<file path="src/rtl/tfp_pkg.sv">
// Package with register map, field positions, reset values and mode codes of the port timing block.
package tfp_pkg;

  // Register offsets on the documented register port.
  localparam logic [3:0] OFS_MODE_CTL_1 = 4'h6;
  localparam logic [3:0] OFS_MODE_CTL_2 = 4'h7;
  localparam logic [3:0] OFS_FRAME_LOW  = 4'h8;
  localparam logic [3:0] OFS_SLOT_ADJ   = 4'h9;
  localparam logic [3:0] OFS_BIT_SHIFT  = 4'ha;

  // Reset values.
  localparam logic [7:0] RST_MODE_CTL_1 = 8'h00;
  localparam logic [7:0] RST_MODE_CTL_2 = 8'h00;
  localparam logic [7:0] RST_FRAME_LOW  = 8'hff;
  localparam logic [7:0] RST_SLOT_ADJ   = 8'h00;
  localparam logic [7:0] RST_BIT_SHIFT  = 8'h00;

  // Field positions in port_mode_ctl_1.
  localparam int POS_CLK_SRC   = 7;
  localparam int POS_SYNC_EDGE = 6;
  localparam int POS_PRESC     = 4;
  localparam int POS_PMODE     = 2;
  localparam int POS_ALT_IN    = 0;

  // Field positions in port_mode_ctl_2.
  localparam int POS_FRAMING   = 5;
  localparam int POS_CLK_DBL   = 4;
  localparam int POS_TX_FALL   = 3;
  localparam int POS_RX_RISE   = 2;
  localparam int POS_FBC_HIGH  = 0;

  // Field positions in bit_shift_reg.
  localparam int POS_CMN_SHIFT = 4;
  localparam int POS_UP_SHIFT  = 0;

  // Prescaler codes for the reference clock.
  localparam logic [1:0] PRESC_DIV2  = 2'h0;
  localparam logic [1:0] PRESC_DIV15 = 2'h1;
  localparam logic [1:0] PRESC_DIV1  = 2'h2;

  // Port layouts.
  localparam logic [1:0] PMODE_QUAD_DU = 2'h0;
  localparam logic [1:0] PMODE_DUAL_DU = 2'h1;
  localparam logic [1:0] PMODE_ONE_DU  = 2'h2;
  localparam logic [1:0] PMODE_OCT_BI  = 2'h3;

  // Framing output codes.
  localparam logic [2:0] FC_MODE0    = 3'h0;
  localparam logic [2:0] FC_MODE1    = 3'h1;
  localparam logic [2:0] FC_MODE2    = 3'h2;
  localparam logic [2:0] FC_MODE3    = 3'h3;
  localparam logic [2:0] FC_MODE4    = 3'h4;
  localparam logic [2:0] FC_RESERVED = 3'h5;
  localparam logic [2:0] FC_MODE6    = 3'h6;
  localparam logic [2:0] FC_MODE7    = 3'h7;

  // Slot adjust carries two slots of bias, and the zero bit shift is code 2.
  localparam logic [6:0] SLOT_BIAS  = 7'h02;
  localparam logic [2:0] SHIFT_ZERO = 3'h2;

  // Bits per slot and the width of the frame bit counter.
  localparam int BITS_PER_SLOT = 8;
  localparam int FBC_W         = 10;

  // Reference clock edge events per port bit, indexed by port layout (2x, 1x, 1x, 4x).
  localparam logic [2:0] REF_PER_BIT_M0 = 3'h2;
  localparam logic [2:0] REF_PER_BIT_M1 = 3'h1;
  localparam logic [2:0] REF_PER_BIT_M3 = 3'h4;

endpackage

</file>
<file path="src/rtl/tfp_port_timing.sv">
// Frame and bit timing of the time-division subscriber port.
//
// Operation
// - Rising frame_sync starts frame; edge chosen by bit.
// - Reference clock divides source by 2, 1.5, 1.
// - Port layout selects logical port count and rate.
// - Alternate input choice routes receive pins; unused tristate.
// - Framing code selects frame_sync output pulse type.
// - Output clock runs at rate, or twice it in the quad and octal layouts only.
// - Transmit edge chosen by tx_falling_edge.
// - Receive edge chosen by rx_rising_edge.
// - Frame length is frame_bit_count plus one.
// - Framing signal marks slot slot_adjust minus two.
// - Internal source: offsets shift frame and frame_sync together.
// - External source: offsets shift frame against incoming frame_sync.
// - Common shift places frame start for both directions.
// - Upstream frame lags downstream by zero to fifteen.
// - Source select picks internal PCM timing or pins.
`timescale 1ns/1ps
module tfp_port_timing (
  // Clock and reset.
  input  wire logic       ref_clk,
  input  wire logic       rst_n,
  // Register port.
  input  wire logic [3:0] reg_addr,
  input  wire logic       reg_wr,
  input  wire logic       reg_rd,
  input  wire logic [7:0] reg_wdata,
  output logic      [7:0] reg_rdata,
  // PCM side timing source.
  input  wire logic       pcm_data_clock,
  input  wire logic       pcm_frame_sync,
  // Data clock pin.
  input  wire logic       data_clock_line_in,
  output logic            data_clock_line_out,
  output logic            data_clock_line_oe,
  // Frame sync pin.
  input  wire logic       frame_sync_in,
  output logic            frame_sync_out,
  output logic            frame_sync_oe,
  // Physical receive pins.
  input  wire logic [7:0] subscriber_port_in,
  // Transmit data per logical port and drive enables per physical pin.
  input  wire logic [7:0] tx_data,
  output logic      [7:0] subscriber_port_out,
  output logic      [7:0] subscriber_port_oe,
  // Received bits per logical port.
  output logic      [7:0] rx_data,
  output logic            rx_valid,
  // Frame position and status.
  output logic      [9:0] down_bit_pos,
  output logic      [9:0] up_bit_pos,
  output logic            frame_start,
  output logic            config_error
);

  // Register storage.
  logic [7:0] port_mode_ctl_1;
  logic [7:0] port_mode_ctl_2;
  logic [7:0] frame_length_low;
  logic [7:0] slot_adjust_reg;
  logic [7:0] bit_shift_reg;
  logic [7:0] next_mode_1, next_mode_2, next_flow, next_slot, next_shift;

  // Decoded fields.
  logic       clock_source_sel;
  logic       frame_sync_edge_sel;
  logic [1:0] source_prescale;
  logic [1:0] port_mode_sel;
  logic [1:0] alt_input_sel;
  logic [2:0] framing_out_ctl;
  logic       out_clock_double;
  logic       tx_falling_edge;
  logic       rx_rising_edge;
  logic [9:0] frame_bit_count;
  logic [6:0] slot_adjust;
  logic [2:0] common_bit_shift;
  logic [3:0] upstream_bit_shift;

  assign clock_source_sel    = port_mode_ctl_1[tfp_pkg::POS_CLK_SRC];
  assign frame_sync_edge_sel = port_mode_ctl_1[tfp_pkg::POS_SYNC_EDGE];
  assign source_prescale     = port_mode_ctl_1[tfp_pkg::POS_PRESC +: 2];
  assign port_mode_sel       = port_mode_ctl_1[tfp_pkg::POS_PMODE +: 2];
  assign alt_input_sel       = port_mode_ctl_1[tfp_pkg::POS_ALT_IN +: 2];
  assign framing_out_ctl     = port_mode_ctl_2[tfp_pkg::POS_FRAMING +: 3];
  assign out_clock_double    = port_mode_ctl_2[tfp_pkg::POS_CLK_DBL];
  assign tx_falling_edge     = port_mode_ctl_2[tfp_pkg::POS_TX_FALL];
  assign rx_rising_edge      = port_mode_ctl_2[tfp_pkg::POS_RX_RISE];
  assign slot_adjust         = slot_adjust_reg[6:0];
  assign common_bit_shift    = bit_shift_reg[tfp_pkg::POS_CMN_SHIFT +: 3];
  assign upstream_bit_shift  = bit_shift_reg[tfp_pkg::POS_UP_SHIFT +: 4];
  // The two upper bits live in the second mode register.
  assign frame_bit_count = {port_mode_ctl_2[tfp_pkg::POS_FBC_HIGH +: 2], frame_length_low};

  // Address match, used by both the write and the read path.
  function automatic logic hit(input logic [3:0] a, input logic [3:0] ofs);
    hit = (a == ofs);
  endfunction

  // Compute register next values from writes; bit 7 of the slot and shift registers is fixed zero.
  always_comb begin
    next_mode_1 = port_mode_ctl_1;
    next_mode_2 = port_mode_ctl_2;
    next_flow   = frame_length_low;
    next_slot   = slot_adjust_reg;
    next_shift  = bit_shift_reg;
    if (reg_wr) begin
      if (hit(reg_addr, tfp_pkg::OFS_MODE_CTL_1)) begin
        next_mode_1 = reg_wdata;
      end
      if (hit(reg_addr, tfp_pkg::OFS_MODE_CTL_2)) begin
        next_mode_2 = reg_wdata;
      end
      if (hit(reg_addr, tfp_pkg::OFS_FRAME_LOW)) begin
        next_flow = reg_wdata;
      end
      if (hit(reg_addr, tfp_pkg::OFS_SLOT_ADJ)) begin
        next_slot = {1'b0, reg_wdata[6:0]};
      end
      if (hit(reg_addr, tfp_pkg::OFS_BIT_SHIFT)) begin
        next_shift = {1'b0, reg_wdata[6:0]};
      end
    end
  end

  // Register storage; read data is registered one cycle after the read strobe.
  logic [7:0] next_rdata;
  always_comb begin
    next_rdata = 8'h00;
    if (reg_rd) begin
      if (hit(reg_addr, tfp_pkg::OFS_MODE_CTL_1)) next_rdata = port_mode_ctl_1;
      if (hit(reg_addr, tfp_pkg::OFS_MODE_CTL_2)) next_rdata = port_mode_ctl_2;
      if (hit(reg_addr, tfp_pkg::OFS_FRAME_LOW))  next_rdata = frame_length_low;
      if (hit(reg_addr, tfp_pkg::OFS_SLOT_ADJ))   next_rdata = slot_adjust_reg;
      if (hit(reg_addr, tfp_pkg::OFS_BIT_SHIFT))  next_rdata = bit_shift_reg;
    end
  end

  always_ff @(posedge ref_clk or negedge rst_n) begin
    if (!rst_n) begin
      port_mode_ctl_1  <= tfp_pkg::RST_MODE_CTL_1;
      port_mode_ctl_2  <= tfp_pkg::RST_MODE_CTL_2;
      frame_length_low <= tfp_pkg::RST_FRAME_LOW;
      slot_adjust_reg  <= tfp_pkg::RST_SLOT_ADJ;
      bit_shift_reg    <= tfp_pkg::RST_BIT_SHIFT;
      reg_rdata        <= 8'h00;
    end else begin
      port_mode_ctl_1  <= next_mode_1;
      port_mode_ctl_2  <= next_mode_2;
      frame_length_low <= next_flow;
      slot_adjust_reg  <= next_slot;
      bit_shift_reg    <= next_shift;
      reg_rdata        <= next_rdata;
    end
  end

  // Synchronised pins; source clock and framing come from PCM side or pins.
  logic pdc_rise, pdc_fall;
  logic dcl_rise, dcl_fall, fsi_lvl;
  logic pfs_lvl;
  logic [7:0] rx_pin_s1, rx_pin_s2;

  tfp_sync_edge u_pdc (.ref_clk(ref_clk), .rst_n(rst_n), .async_in(pcm_data_clock),
                       .level(), .rise(pdc_rise), .fall(pdc_fall));
  tfp_sync_edge u_pfs (.ref_clk(ref_clk), .rst_n(rst_n), .async_in(pcm_frame_sync),
                       .level(pfs_lvl), .rise(), .fall());
  tfp_sync_edge u_dcl (.ref_clk(ref_clk), .rst_n(rst_n), .async_in(data_clock_line_in),
                       .level(), .rise(dcl_rise), .fall(dcl_fall));

  // Frame sync pin and receive pins pass two flops; pin level is sampled on a clock edge.
  logic fsi_s1;
  always_ff @(posedge ref_clk or negedge rst_n) begin
    if (!rst_n) begin
      fsi_s1    <= 1'b0;
      fsi_lvl   <= 1'b0;
      rx_pin_s1 <= 8'h00;
      rx_pin_s2 <= 8'h00;
    end else begin
      fsi_s1    <= frame_sync_in;
      fsi_lvl   <= fsi_s1;
      rx_pin_s1 <= subscriber_port_in;
      rx_pin_s2 <= rx_pin_s1;
    end
  end

  // Selected source edges.
  logic src_rise, src_fall, src_edge;
  assign src_rise = clock_source_sel ? dcl_rise : pdc_rise;
  assign src_fall = clock_source_sel ? dcl_fall : pdc_fall;
  assign src_edge = src_rise | src_fall;

  // Prescaler: divide 2 keeps every second edge, 1.5 keeps two of three, 1 keeps all.
  // A reference edge toggles a phase; even phase is rising, odd is falling.
  logic [1:0] psc_cnt, next_psc_cnt;
  logic       ref_rise, ref_fall, ref_phase, next_ref_phase, ref_evt;
  always_comb begin
    next_psc_cnt   = psc_cnt;
    ref_evt        = 1'b0;
    next_ref_phase = ref_phase;
    if (src_edge) begin
      case (source_prescale)
        tfp_pkg::PRESC_DIV2: begin
          next_psc_cnt = {1'b0, ~psc_cnt[0]};
          ref_evt      = psc_cnt[0];
        end
        tfp_pkg::PRESC_DIV15: begin
          next_psc_cnt = (psc_cnt == 2'h2) ? 2'h0 : psc_cnt + 2'h1;
          ref_evt      = (psc_cnt != 2'h2);
        end
        tfp_pkg::PRESC_DIV1: begin
          ref_evt = 1'b1;
        end
        default: begin
          ref_evt = 1'b0; // The forbidden code stops the reference clock.
        end
      endcase
      if (ref_evt) begin
        next_ref_phase = ~ref_phase;
      end
    end
  end
  assign ref_rise = ref_evt & ~ref_phase;
  assign ref_fall = ref_evt & ref_phase;

  // Reference edges per port bit depends on the port layout.
  logic [2:0] ref_per_bit;
  always_comb begin
    case (port_mode_sel)
      tfp_pkg::PMODE_QUAD_DU: ref_per_bit = tfp_pkg::REF_PER_BIT_M0;
      tfp_pkg::PMODE_DUAL_DU: ref_per_bit = tfp_pkg::REF_PER_BIT_M1;
      tfp_pkg::PMODE_ONE_DU:  ref_per_bit = tfp_pkg::REF_PER_BIT_M1;
      default:                ref_per_bit = tfp_pkg::REF_PER_BIT_M3;
    endcase
  end

  // Frame sync sampled on chosen data-clock edge; rising level starts the frame.
  logic fs_src, fs_samp, next_fs_samp, sync_edge, fs_start;
  assign fs_src    = clock_source_sel ? fsi_lvl : pfs_lvl;
  assign sync_edge = frame_sync_edge_sel ? src_rise : src_fall;
  assign next_fs_samp = sync_edge ? fs_src : fs_samp;
  assign fs_start  = sync_edge & fs_src & ~fs_samp;

  // Reload position: slot (slot_adjust - 2) at the common shift bit.
  // Shift code 2 is bit 7 of slot TSN; lower codes step into slot TSN-1.
  logic [9:0] reload_pos;
  always_comb begin
    reload_pos = 10'((slot_adjust - tfp_pkg::SLOT_BIAS) * tfp_pkg::BITS_PER_SLOT)
               + 10'(common_bit_shift) - 10'(tfp_pkg::SHIFT_ZERO);
    if (reload_pos > frame_bit_count) begin
      reload_pos = reload_pos + frame_bit_count + 10'h1; // Wrap into the frame.
    end
  end

  // Downstream bit counter over frame_bit_count + 1 bits, timed by reference edges.
  logic [9:0] down_pos, next_down_pos;
  logic [2:0] sub_cnt, next_sub_cnt;
  logic       bit_tick;
  assign bit_tick = ref_rise & (sub_cnt == ref_per_bit - 3'h1);
  always_comb begin
    next_down_pos = down_pos;
    next_sub_cnt  = sub_cnt;
    if (fs_start) begin
      next_down_pos = reload_pos;
      next_sub_cnt  = 3'h0;
    end else if (ref_rise) begin
      next_sub_cnt = bit_tick ? 3'h0 : sub_cnt + 3'h1;
      if (bit_tick) begin
        next_down_pos = (down_pos >= frame_bit_count) ? 10'h0 : down_pos + 10'h1;
      end
    end
  end

  // Upstream position lags downstream by upstream_bit_shift bits.
  always_comb begin
    if (down_pos >= 10'(upstream_bit_shift)) begin
      up_bit_pos = down_pos - 10'(upstream_bit_shift);
    end else begin
      up_bit_pos = down_pos + frame_bit_count + 10'h1 - 10'(upstream_bit_shift);
    end
  end
  assign down_bit_pos = down_pos;

  // Data launch and capture edges.
  logic tx_evt, rx_evt;
  assign tx_evt = tx_falling_edge ? ref_fall : ref_rise;
  assign rx_evt = rx_rising_edge ? ref_rise : ref_fall;

  // Logical to physical routing of receive pins and transmit drive.
  logic [7:0] rx_route, tx_oe_map;
  always_comb begin
    rx_route  = rx_pin_s2;
    tx_oe_map = 8'h0f;
    case (port_mode_sel)
      tfp_pkg::PMODE_DUAL_DU: begin
        rx_route[0] = alt_input_sel[0] ? 1'b0 : rx_pin_s2[0];
        rx_route[2] = alt_input_sel[0] ? rx_pin_s2[0] : 1'b0;
        rx_route[1] = alt_input_sel[1] ? 1'b0 : rx_pin_s2[1];
        rx_route[3] = alt_input_sel[1] ? rx_pin_s2[1] : 1'b0;
        tx_oe_map   = 8'h03;
      end
      tfp_pkg::PMODE_ONE_DU: begin
        rx_route    = 8'h00;
        rx_route[0] = alt_input_sel[0] ? 1'b0 : rx_pin_s2[0];
        rx_route[2] = alt_input_sel[0] ? rx_pin_s2[0] : 1'b0;
        tx_oe_map   = 8'h01;
      end
      tfp_pkg::PMODE_OCT_BI: begin
        tx_oe_map = 8'hff; // Bidirectional pins; software times direction.
      end
      default: begin
        tx_oe_map = 8'h0f;
      end
    endcase
  end

  // Frame sync output pulse by framing code; widths beyond one bit are a simple choice.
  logic fs_pulse;
  always_comb begin
    case (framing_out_ctl)
      tfp_pkg::FC_MODE0: fs_pulse = (down_pos == frame_bit_count);
      tfp_pkg::FC_MODE1: fs_pulse = (down_pos == 10'h0);
      tfp_pkg::FC_MODE2: fs_pulse = (down_pos < 10'h8);
      tfp_pkg::FC_MODE3: fs_pulse = (down_pos < 10'h2);
      tfp_pkg::FC_MODE4: fs_pulse = (down_pos < 10'h10);
      tfp_pkg::FC_MODE6: fs_pulse = (down_pos <= (frame_bit_count >> 1));
      tfp_pkg::FC_MODE7: fs_pulse = 1'b0;
      default:           fs_pulse = 1'b0; // Reserved code.
    endcase
  end

  // Output clock: data rate, or twice it where allowed, following the reference phase.
  logic dcl_q, next_dcl_q, dbl_ok, dcl_low;
  assign dbl_ok = out_clock_double & ((port_mode_sel == tfp_pkg::PMODE_QUAD_DU) |
                  (port_mode_sel == tfp_pkg::PMODE_OCT_BI));
  // Mid-bit fall point of the output clock.
  assign dcl_low = (ref_per_bit == 3'h1) ? ref_fall :
                   (ref_rise & (sub_cnt == (ref_per_bit >> 1) - 3'h1));
  always_comb begin
    next_dcl_q = dcl_q;
    if (bit_tick) begin
      next_dcl_q = 1'b1;
    end else if (dbl_ok) begin
      next_dcl_q = dcl_q ^ ((ref_per_bit == 3'h2) ? ref_evt : ref_rise);
    end else if (dcl_low) begin
      next_dcl_q = 1'b0;
    end
  end

  // Data path and output registers.
  logic [7:0] next_out, next_rx;
  assign next_out = tx_evt ? tx_data : subscriber_port_out;
  assign next_rx  = rx_evt ? rx_route : rx_data;
  always_ff @(posedge ref_clk or negedge rst_n) begin
    if (!rst_n) begin
      psc_cnt             <= 2'h0;
      ref_phase           <= 1'b0;
      sub_cnt             <= 3'h0;
      down_pos            <= 10'h0;
      fs_samp             <= 1'b0;
      dcl_q               <= 1'b0;
      subscriber_port_out <= 8'h00;
      subscriber_port_oe  <= 8'h00;
      rx_data             <= 8'h00;
      rx_valid            <= 1'b0;
      frame_sync_out      <= 1'b0;
      frame_start         <= 1'b0;
      config_error        <= 1'b0;
    end else begin
      psc_cnt             <= next_psc_cnt;
      ref_phase           <= next_ref_phase;
      sub_cnt             <= next_sub_cnt;
      down_pos            <= next_down_pos;
      fs_samp             <= next_fs_samp;
      dcl_q               <= next_dcl_q;
      subscriber_port_out <= next_out;
      subscriber_port_oe  <= tx_oe_map;
      rx_data             <= next_rx;
      rx_valid            <= rx_evt;
      frame_sync_out      <= fs_pulse;
      frame_start         <= fs_start;
      config_error        <= (source_prescale == 2'h3) | (framing_out_ctl == tfp_pkg::FC_RESERVED);
    end
  end

  // Clock and frame sync pins are driven only when the timing comes from the PCM side.
  assign data_clock_line_out = dcl_q;
  assign data_clock_line_oe  = ~clock_source_sel;
  assign frame_sync_oe       = ~clock_source_sel;

endmodule

</file>
<file path="src/rtl/tfp_sync_edge.sv">
// Two flip-flop synchroniser with rising and falling edge pulses behind it.
`timescale 1ns/1ps
module tfp_sync_edge (
  // Clock and reset.
  input  wire logic ref_clk,
  input  wire logic rst_n,
  // Asynchronous input level.
  input  wire logic async_in,
  // Synchronised level and edge pulses.
  output logic      level,
  output logic      rise,
  output logic      fall
);

  logic       meta;        // First stage, read only by the second stage.
  logic       stage2;      // Second stage, safe to use.
  logic       stage3;      // Delayed copy for edge detection.
  logic [2:0] next_chain;  // Next values of the three stages.

  // Shift the input through the chain.
  always_comb begin
    next_chain = {stage2, meta, async_in};
  end

  // Register the chain.
  always_ff @(posedge ref_clk or negedge rst_n) begin
    if (!rst_n) begin
      meta   <= 1'b0;
      stage2 <= 1'b0;
      stage3 <= 1'b0;
    end else begin
      meta   <= next_chain[0];
      stage2 <= next_chain[1];
      stage3 <= next_chain[2];
    end
  end

  // Edges are taken only between the settled stages.
  assign level = stage2;
  assign rise  = stage2 & ~stage3;
  assign fall  = ~stage2 & stage3;

endmodule

</file>
<file path="config.mk">
export PLATFORM = sky130hd
export DESIGN_NAME = tfp_port_timing
export DESIGN_NICKNAME = d
export VERILOG_FILES = /design/src/rtl/tfp_pkg.sv /design/src/rtl/tfp_port_timing.sv /design/src/rtl/tfp_sync_edge.sv
export SDC_FILE = /design/constraint.sdc
export NUM_CORES = 1
export LEC_CHECK = 0
export ABC_AREA = 1
export BUFFER_PORTS_ARGS = -buffer_cell sky130_fd_sc_hd__buf_2
export CELL_PAD_IN_SITES_DETAIL_PLACEMENT = 0
export CELL_PAD_IN_SITES_GLOBAL_PLACEMENT = 1
export CORE_ASPECT_RATIO = 1.2
export CORE_MARGIN = 2
export CORE_UTILIZATION = 40
export CTS_BUF_LIST = sky130_fd_sc_hd__clkbuf_16
export CTS_CLUSTER_DIAMETER = 40
export CTS_CLUSTER_SIZE = 12
export DETAILED_ROUTE_END_ITERATION = 8
export PLACE_DENSITY = 0.8
export SLEW_MARGIN = 20
export SYNTH_ARGS = -nofsm -noshare
export SYNTH_HDL_FRONTEND = slang
export SYNTH_SLANG_ARGS = --single-unit
</file>
<file path="constraint.sdc">
create_clock -name ref_clk -period 3.71 [get_ports ref_clk]
set_clock_uncertainty 0.05 [all_clocks]
set_input_delay 0.371 -clock ref_clk [delete_from_list [all_inputs] [get_ports ref_clk]]
set_output_delay 0.371 -clock ref_clk [all_outputs]
set_load 0.01 [all_outputs]
</file>
==> impl_metrics.tcl, run 1 <==
set metrics [dict create \
    outcome "finished clean" \
    tns_ns 0 \
    syn_inst 992 \
    start_util_pct 40.9 \
    final_area_um2 9170 \
    max_slew_margin_pct 39.2 \
    cts_tree "built" \
    num_vias 6819 \
    via_per_inst 4.96 \
    portBuffers 94 \
    antennaDiodeCount 0 \
    drtPass1Iterations 5 \
    ys_ff_latch 114 \
    drive_above_1_share_pct 16.6 \
    path_clk_slew_ns 0.06 \
    worst_pin_slew_ns 0.908 \
    core_area_um2 18900 \
    wirelength_um 21500 \
    syn_nets 1106 \
    nNetsFinal 1220 \
    htreeDepth 4 \
    cts_buffer_depth 2 \
    ys.flop_type "dfrtp_1" \
    drv_cap 0 \
    grt_busiest_layer "met2" \
    r2r_slack_ns 0.45 \
    num_io_pins 95 \
    r2r-start "slot_adjust_reg[1]$_DFFE_PN0P_" \
    drv_slew 0 \
    drt_iter0_markers 352 \
    grt_max_degree 73 \
    clk_latency_ns 0.42 \
    rows 55 \
    ir_drop_v 0.000386 \
    rsz0062_at_grt "false" \
    area_growth_pct 18.9 \
    cp_max_fo 5 \
    die-area_um2 20400 \
    avgSynthCellArea_um2 7.78 \
    synthDistinctLibCells 53 \
    drc 0 \
    critical_path_class "reg -> out" \
    grt_first_pass_wirelength_um 34700 \
    powerDensity_nw_per_um2 820 \
    die_w_um 131 \
    r2r_cells 19 \
    cp.required_ns 3.29 \
    gr-usage-all-layers_pct 22.1 \
    cts_buffers 17 \
    power_leakage_nw 4.79 \
    synth_edf_count 0 \
    cp.arrival_ns 3.05 \
    most-common-layout-cells "227 x nand2_1, 150 x inv_1, 106 x dfrtp_1, 93 x buf_2, 75 x nor2_1" \
    end_kind "primary output" \
    ant_nets 0 \
    dpl.hpwl_um 16700 \
    yosysWarningCount 0 \
    fmax_mhz 288 \
    grt_pass1_vias 6684 \
    dpl_cell_area_um2 8430 \
    post-route-period-util_pct 93.6 \
    power_mw 7.52 \
    crit_path_start_kind "flop" \
    gp_congestion 0.926 \
    post_drt_wl_per_cell_um 15.7 \
    grt_util_met2_pct 37.6 \
    cts.sink_count 114 \
    grt_antenna_before_repair 1 \
    period_needed_ns 3.47 \
    worstReg2RegEnd "down_bit_pos[0]$_DFFE_PN0P_" \
    hold_viol_final 0 \
    die_h_um 156 \
    grt.overflow.total 0 \
    seq_area_frac_synth_pct 37.1 \
    netlist_area_um2 7710 \
    async_flop_share_pct 100 \
    largest_reg_flops 10 \
    nFillCells 1892 \
    setup_violations 0 \
    use_met3_pct 5.14 \
    min_path_type "in -> async" \
    final_common_cell "nand2_1" \
    cts_root_buf "clkbuf_16" \
    use_met1_pct 27.5 \
]
==> Yosys cell counts (all sizes together) (6+ instances only) <==
| cell | instances | share of area [%] |
|---|---|---|
| a211oi | 10 | 0.97 |
| a21oi | 40 | 2.6 |
| buf | 20 | 2.0 |
| dfrtp | 106 | 34 |
| dfstp | 8 | 2.7 |
| fa | 6 | 1.6 |
| ha | 72 | 12 |
| inv | 157 | 7.6 |
| nand2 | 235 | 12 |
| nand3 | 72 | 4.9 |
| nand3b | 7 | 0.68 |
| nand4 | 24 | 2.1 |
| nor2 | 83 | 4.4 |
| nor3 | 15 | 1.2 |
| o21ai | 81 | 5.4 |
| xnor2 | 9 | 1.0 |
| xor2 | 17 | 1.9 |
==> per-stage QoR <==
stage	worst slack (ns)	instances	hold WS, ns	util (%)
2_1_floorplan	0.768	992	0.0254	-
3_3_place_gp	0.338	1331	0.282	44.7
3_5_place_dp	0.230	1331	0.285	44.7
4_1_cts	0.153	1375	0.0460	48.6
5_1_grt	0.0118	1375	0.0853	48.6
6_report	0.237	1375	0.0159	48.6
==> repair_timing <==
action | 4_1_cts | 5_1_grt
hold buffers | 12 | 0
resized for setup | 0 | 5
hold endpoints to repair | 12 | 0
endpoints found under the setup margin | 0 | 9
setup buffers | 0 | 0
==> cell type report <==
type                       instances  area (um2)  share of cell area [%]
clock inverter                    15         184                    2.01
sequential                       114        2860                    31.2
multi-input combinational        698        4110                    44.8
timing repair buffer             116         668                    7.29
tap                              256         320                    3.49
inverter                         159         598                    6.52
clock buffer                      17         425                    4.64
==> worst max path at each step <==
stage | startpoint | endpoint | slack [ns] | depth (start not counted)
floorplan | slot_adjust_reg[1]$_DFFE_PN0P_ | down_bit_pos[4]$_DFFE_PN0P_ | 0.77 | 19
global placement | slot_adjust_reg[1]$_DFFE_PN0P_ | down_bit_pos[0]$_DFFE_PN0P_ | 0.34 | 18
detailed placement | slot_adjust_reg[1]$_DFFE_PN0P_ | down_bit_pos[0]$_DFFE_PN0P_ | 0.23 | 18
CTS | frame_length_low[2]$_DFFE_PN1P_ | up_bit_pos[7] | 0.15 | 13
global route | frame_length_low[2]$_DFFE_PN1P_ | up_bit_pos[8] | 0.01 | 14
finish | frame_length_low[2]$_DFFE_PN1P_ | up_bit_pos[9] | 0.24 | 12
==> routing by layer <==
| metal | wire, um | share of wire [%] |
|---|---|---|
| met4 | 486 | 2.3 |
| met3 | 1050 | 4.9 |
| met1 | 9340 | 43 |
| met2 | 10700 | 49 |
| met5 | 19 | 0.088 |
==> kinds of logic after synthesis <==
logic type,Yosys count,synth area share [%]
AND/OR/NAND/NOR,442,25.8
multiplexers,1,0.130
adder cells (fa/ha/maj),78,13.2
flip-flops,114,37.1
XOR/XNOR,26,2.95
buffers and inverters,180,9.76
other,1,0.0486
AO/OA/AOI/OAI,150,11.0
==> critical path, cell delays in order, from the launching register on <==
cell	delay, ns
dfstp_2	0.55
inv_1	0.14
fa_1	0.55
inv_1	0.04
ha_1	0.33
a21oi_1	0.21
o21ai_0	0.10
nand2_1	0.08
nand4_1	0.10
or2_2	0.29
nand3_1	0.07
nand2_1	0.05
buf_2	0.13
==> power by group <==
part           internal [mW]  leakage, nW  switching, mW
Sequential              1.57         1.38          0.305
Clock                   1.02        0.295          0.700
Combinational           1.45         3.12           2.47
Total                   4.04         4.79           3.48
No activity file was read; power rests on OpenSTA's default activity.
==> run 2: changes to the inputs <==
--- a/config.mk
+++ b/config.mk
@@ -8,15 +8,15 @@
 export ABC_AREA = 1
 export BUFFER_PORTS_ARGS = -buffer_cell sky130_fd_sc_hd__buf_2
 export CELL_PAD_IN_SITES_DETAIL_PLACEMENT = 0
-export CELL_PAD_IN_SITES_GLOBAL_PLACEMENT = 1
+export CELL_PAD_IN_SITES_GLOBAL_PLACEMENT = 2
 export CORE_ASPECT_RATIO = 1.2
 export CORE_MARGIN = 2
-export CORE_UTILIZATION = 40
+export CORE_UTILIZATION = 35
 export CTS_BUF_LIST = sky130_fd_sc_hd__clkbuf_16
 export CTS_CLUSTER_DIAMETER = 40
 export CTS_CLUSTER_SIZE = 12
 export DETAILED_ROUTE_END_ITERATION = 8
-export PLACE_DENSITY = 0.8
+export PLACE_DENSITY = 0.87
 export SLEW_MARGIN = 20
 export SYNTH_ARGS = -nofsm -noshare
 export SYNTH_HDL_FRONTEND = slang
==> run 2 against run 1 <==
Net effect:
- sequential power is essentially flat
- critical path type unchanged
- fmax increased by 0.44%
- die area up 14%
- worst hold slack better by 0.099 ns
==> impl_metrics.tcl, run 2 (synthesized netlist as in run 1, its figures left out) <==
set metrics [dict create \
    timing.hold.ws_ns 0.115 \
    cts.sink_count 114 \
    nNetsFinal 1222 \
    area_growth_pct 19.3 \
    cp_max_fo 5 \
    rsz0062_at_grt "false" \
    grt_max_degree 60 \
    ant_nets 0 \
    die_h_um 167 \
    min_path_cells 3 \
    rows 59 \
    drive_above_1_share_pct 16.6 \
    switchingPower_mw 3.50 \
    cts_root_buf "clkbuf_16" \
    power_mw 7.49 \
    grt.overflow.total 0 \
    min_path_type "in -> reg" \
    place_inst 1350 \
    via_per_inst 4.83 \
    tns_ns 0 \
    cp.required_ns 3.29 \
    swShare_pct 46.7 \
    whs_endpoint "subscriber_port_out[6]$_DFFE_PN0P_" \
    critical_path_class "reg -> out" \
    clockPowerShare_pct 22.1 \
    drv_slew 0 \
    largest_reg_flops 10 \
    post-route-period-util_pct 93.2 \
    end_kind "primary output" \
    regArea_um2 2860 \
    postLayoutSetupSlackWorst_ns 0.253 \
    dpl_cell_area_um2 8470 \
    drc 0 \
    max_slew_margin_pct 37.5 \
    worst_pin_slew_ns 0.934 \
    dpl.hpwl_um 17500 \
    start_util_pct 35.7 \
    cts_tree "built" \
    p_int_mw 3.99 \
    final_area_um2 9200 \
    hold_viol_final 0 \
    dp_slack_ns 0.250 \
    hold_path.startpoint "tx_data[6]" \
    nFillCells 2270 \
    grt_first_pass_wirelength_um 36100 \
    finish.utilization_pct 42.5 \
    setup_violations 0 \
    clk_latency_ns 0.42 \
    outcome "finished clean" \
    most-common-layout-cells "227 x nand2_1, 151 x inv_1, 106 x dfrtp_1, 93 x buf_2, 75 x nor2_1" \
    gr-usage-all-layers_pct 19.8 \
    power_leakage_nw 4.80 \
    htreeDepth 4 \
    gp_congestion 0.869 \
    num_io_pins 95 \
    crit_path_start_kind "flop" \
    wirelength_um 22300 \
    comb_power_share_pct 53.2 \
    ir_drop_v 0.000363 \
    final_common_cell "nand2_1" \
    path_clk_slew_ns 0.06 \
    multi_input_area_um2 4110 \
    final_cells 1395 \
    r2r_slack_ns 0.47 \
    die_w_um 140 \
    core_area_um2 21600 \
    post_drt_wl_per_cell_um 16.0 \
    grt_antenna_before_repair 0 \
    powerDensity_nw_per_um2 813 \
    period_needed_ns 3.46 \
    portBuffers 94 \
    grt_pass1_vias 6687 \
    cts_buffer_depth 2 \
    r2r_cells 19 \
    drt_iter0_markers 425 \
    die-area_um2 23300 \
    fmax_mhz 289 \
    seqPwrFrac_pct 24.7 \
    cp.arrival_ns 3.04 \
    antennaDiodeCount 0 \
    drtPass1Iterations 5 \
    drv_cap 0 \
    cts_buffers 17 \
    worstReg2RegEnd "down_bit_pos[0]$_DFFE_PN0P_" \
    r2r-start "bit_shift_reg[5]$_DFFE_PN0P_" \
    num_vias 6731 \
]
run 2: cell count changes in the layout (fill, tap and decap cells not counted), sizes merged:
cell,before,now
clkinv,1,2
bufinv,2,1
dlygate4sd3,12,13
buf,104,105
run 2: power groups by stage:
| stage | clock [mW] | sequential, mW | combinational (mW) |
|---|---|---|---|
| floorplan | 0 | 1.91 | 2.72 |
| global placement | 0 | 1.87 | 3.98 |
| detailed placement | 0 | 1.87 | 3.99 |
| CTS | 1.69 | 1.85 | 4.01 |
| global route | 1.75 | 1.90 | 4.57 |
| finish | 1.65 | 1.85 | 3.98 |
run 2: how the worst max path moves through the flow:
stage	from	endpoint	depth (start not counted)
floorplan	slot_adjust_reg[1]$_DFFE_PN0P_	down_bit_pos[4]$_DFFE_PN0P_	19
global placement	slot_adjust_reg[1]$_DFFE_PN0P_	down_bit_pos[0]$_DFFE_PN0P_	18
detailed placement	slot_adjust_reg[1]$_DFFE_PN0P_	down_bit_pos[0]$_DFFE_PN0P_	18
CTS	frame_length_low[2]$_DFFE_PN1P_	up_bit_pos[7]	13
global route	frame_length_low[2]$_DFFE_PN1P_	up_bit_pos[9]	12
finish	frame_length_low[2]$_DFFE_PN1P_	up_bit_pos[7]	13
run 2: worst max-delay path: stages, from the launching register on:
cell,delay (ns)
dfstp_2,0.54
inv_1,0.12
fa_1,0.55
inv_1,0.05
ha_1,0.33
nand2_1,0.09
o21ai_1,0.18
nand3_1,0.09
nand2_1,0.11
nand3_1,0.11
nand3_1,0.09
nand2_1,0.04
o21ai_0,0.15
buf_2,0.16
run 2: layer usage:
metal / track usage (%) / up-vias / routed length (um) / share of wire (%)
met5: 0 / - / 0 / 0
met2: 34.4 / 143 / 11100 / 50
li1: - / 3439 / - / -
met3: 3.11 / 33 / 795 / 3.6
met4: 6.83 / 0 / 531 / 2.4
met1: 25.2 / 3116 / 9840 / 44
run 2: timing repair:
| item | 4_1_cts | 5_1_grt |
|---|---|---|
| hold buffers | 13 | 0 |
| resized for setup | 0 | 4 |
| setup buffers | 0 | 0 |
| endpoints found under the setup margin | 0 | 4 |
| hold endpoints to repair | 13 | 0 |
run 2: area by class of cell:
type,instances,area share (%)
clock buffers,17,4.62
clock inverters,15,1.77
inverters,159,6.50
multi-input cells,698,44.7
flip-flops and latches,114,31.1
well taps,274,3.73
repair buffers,118,7.59
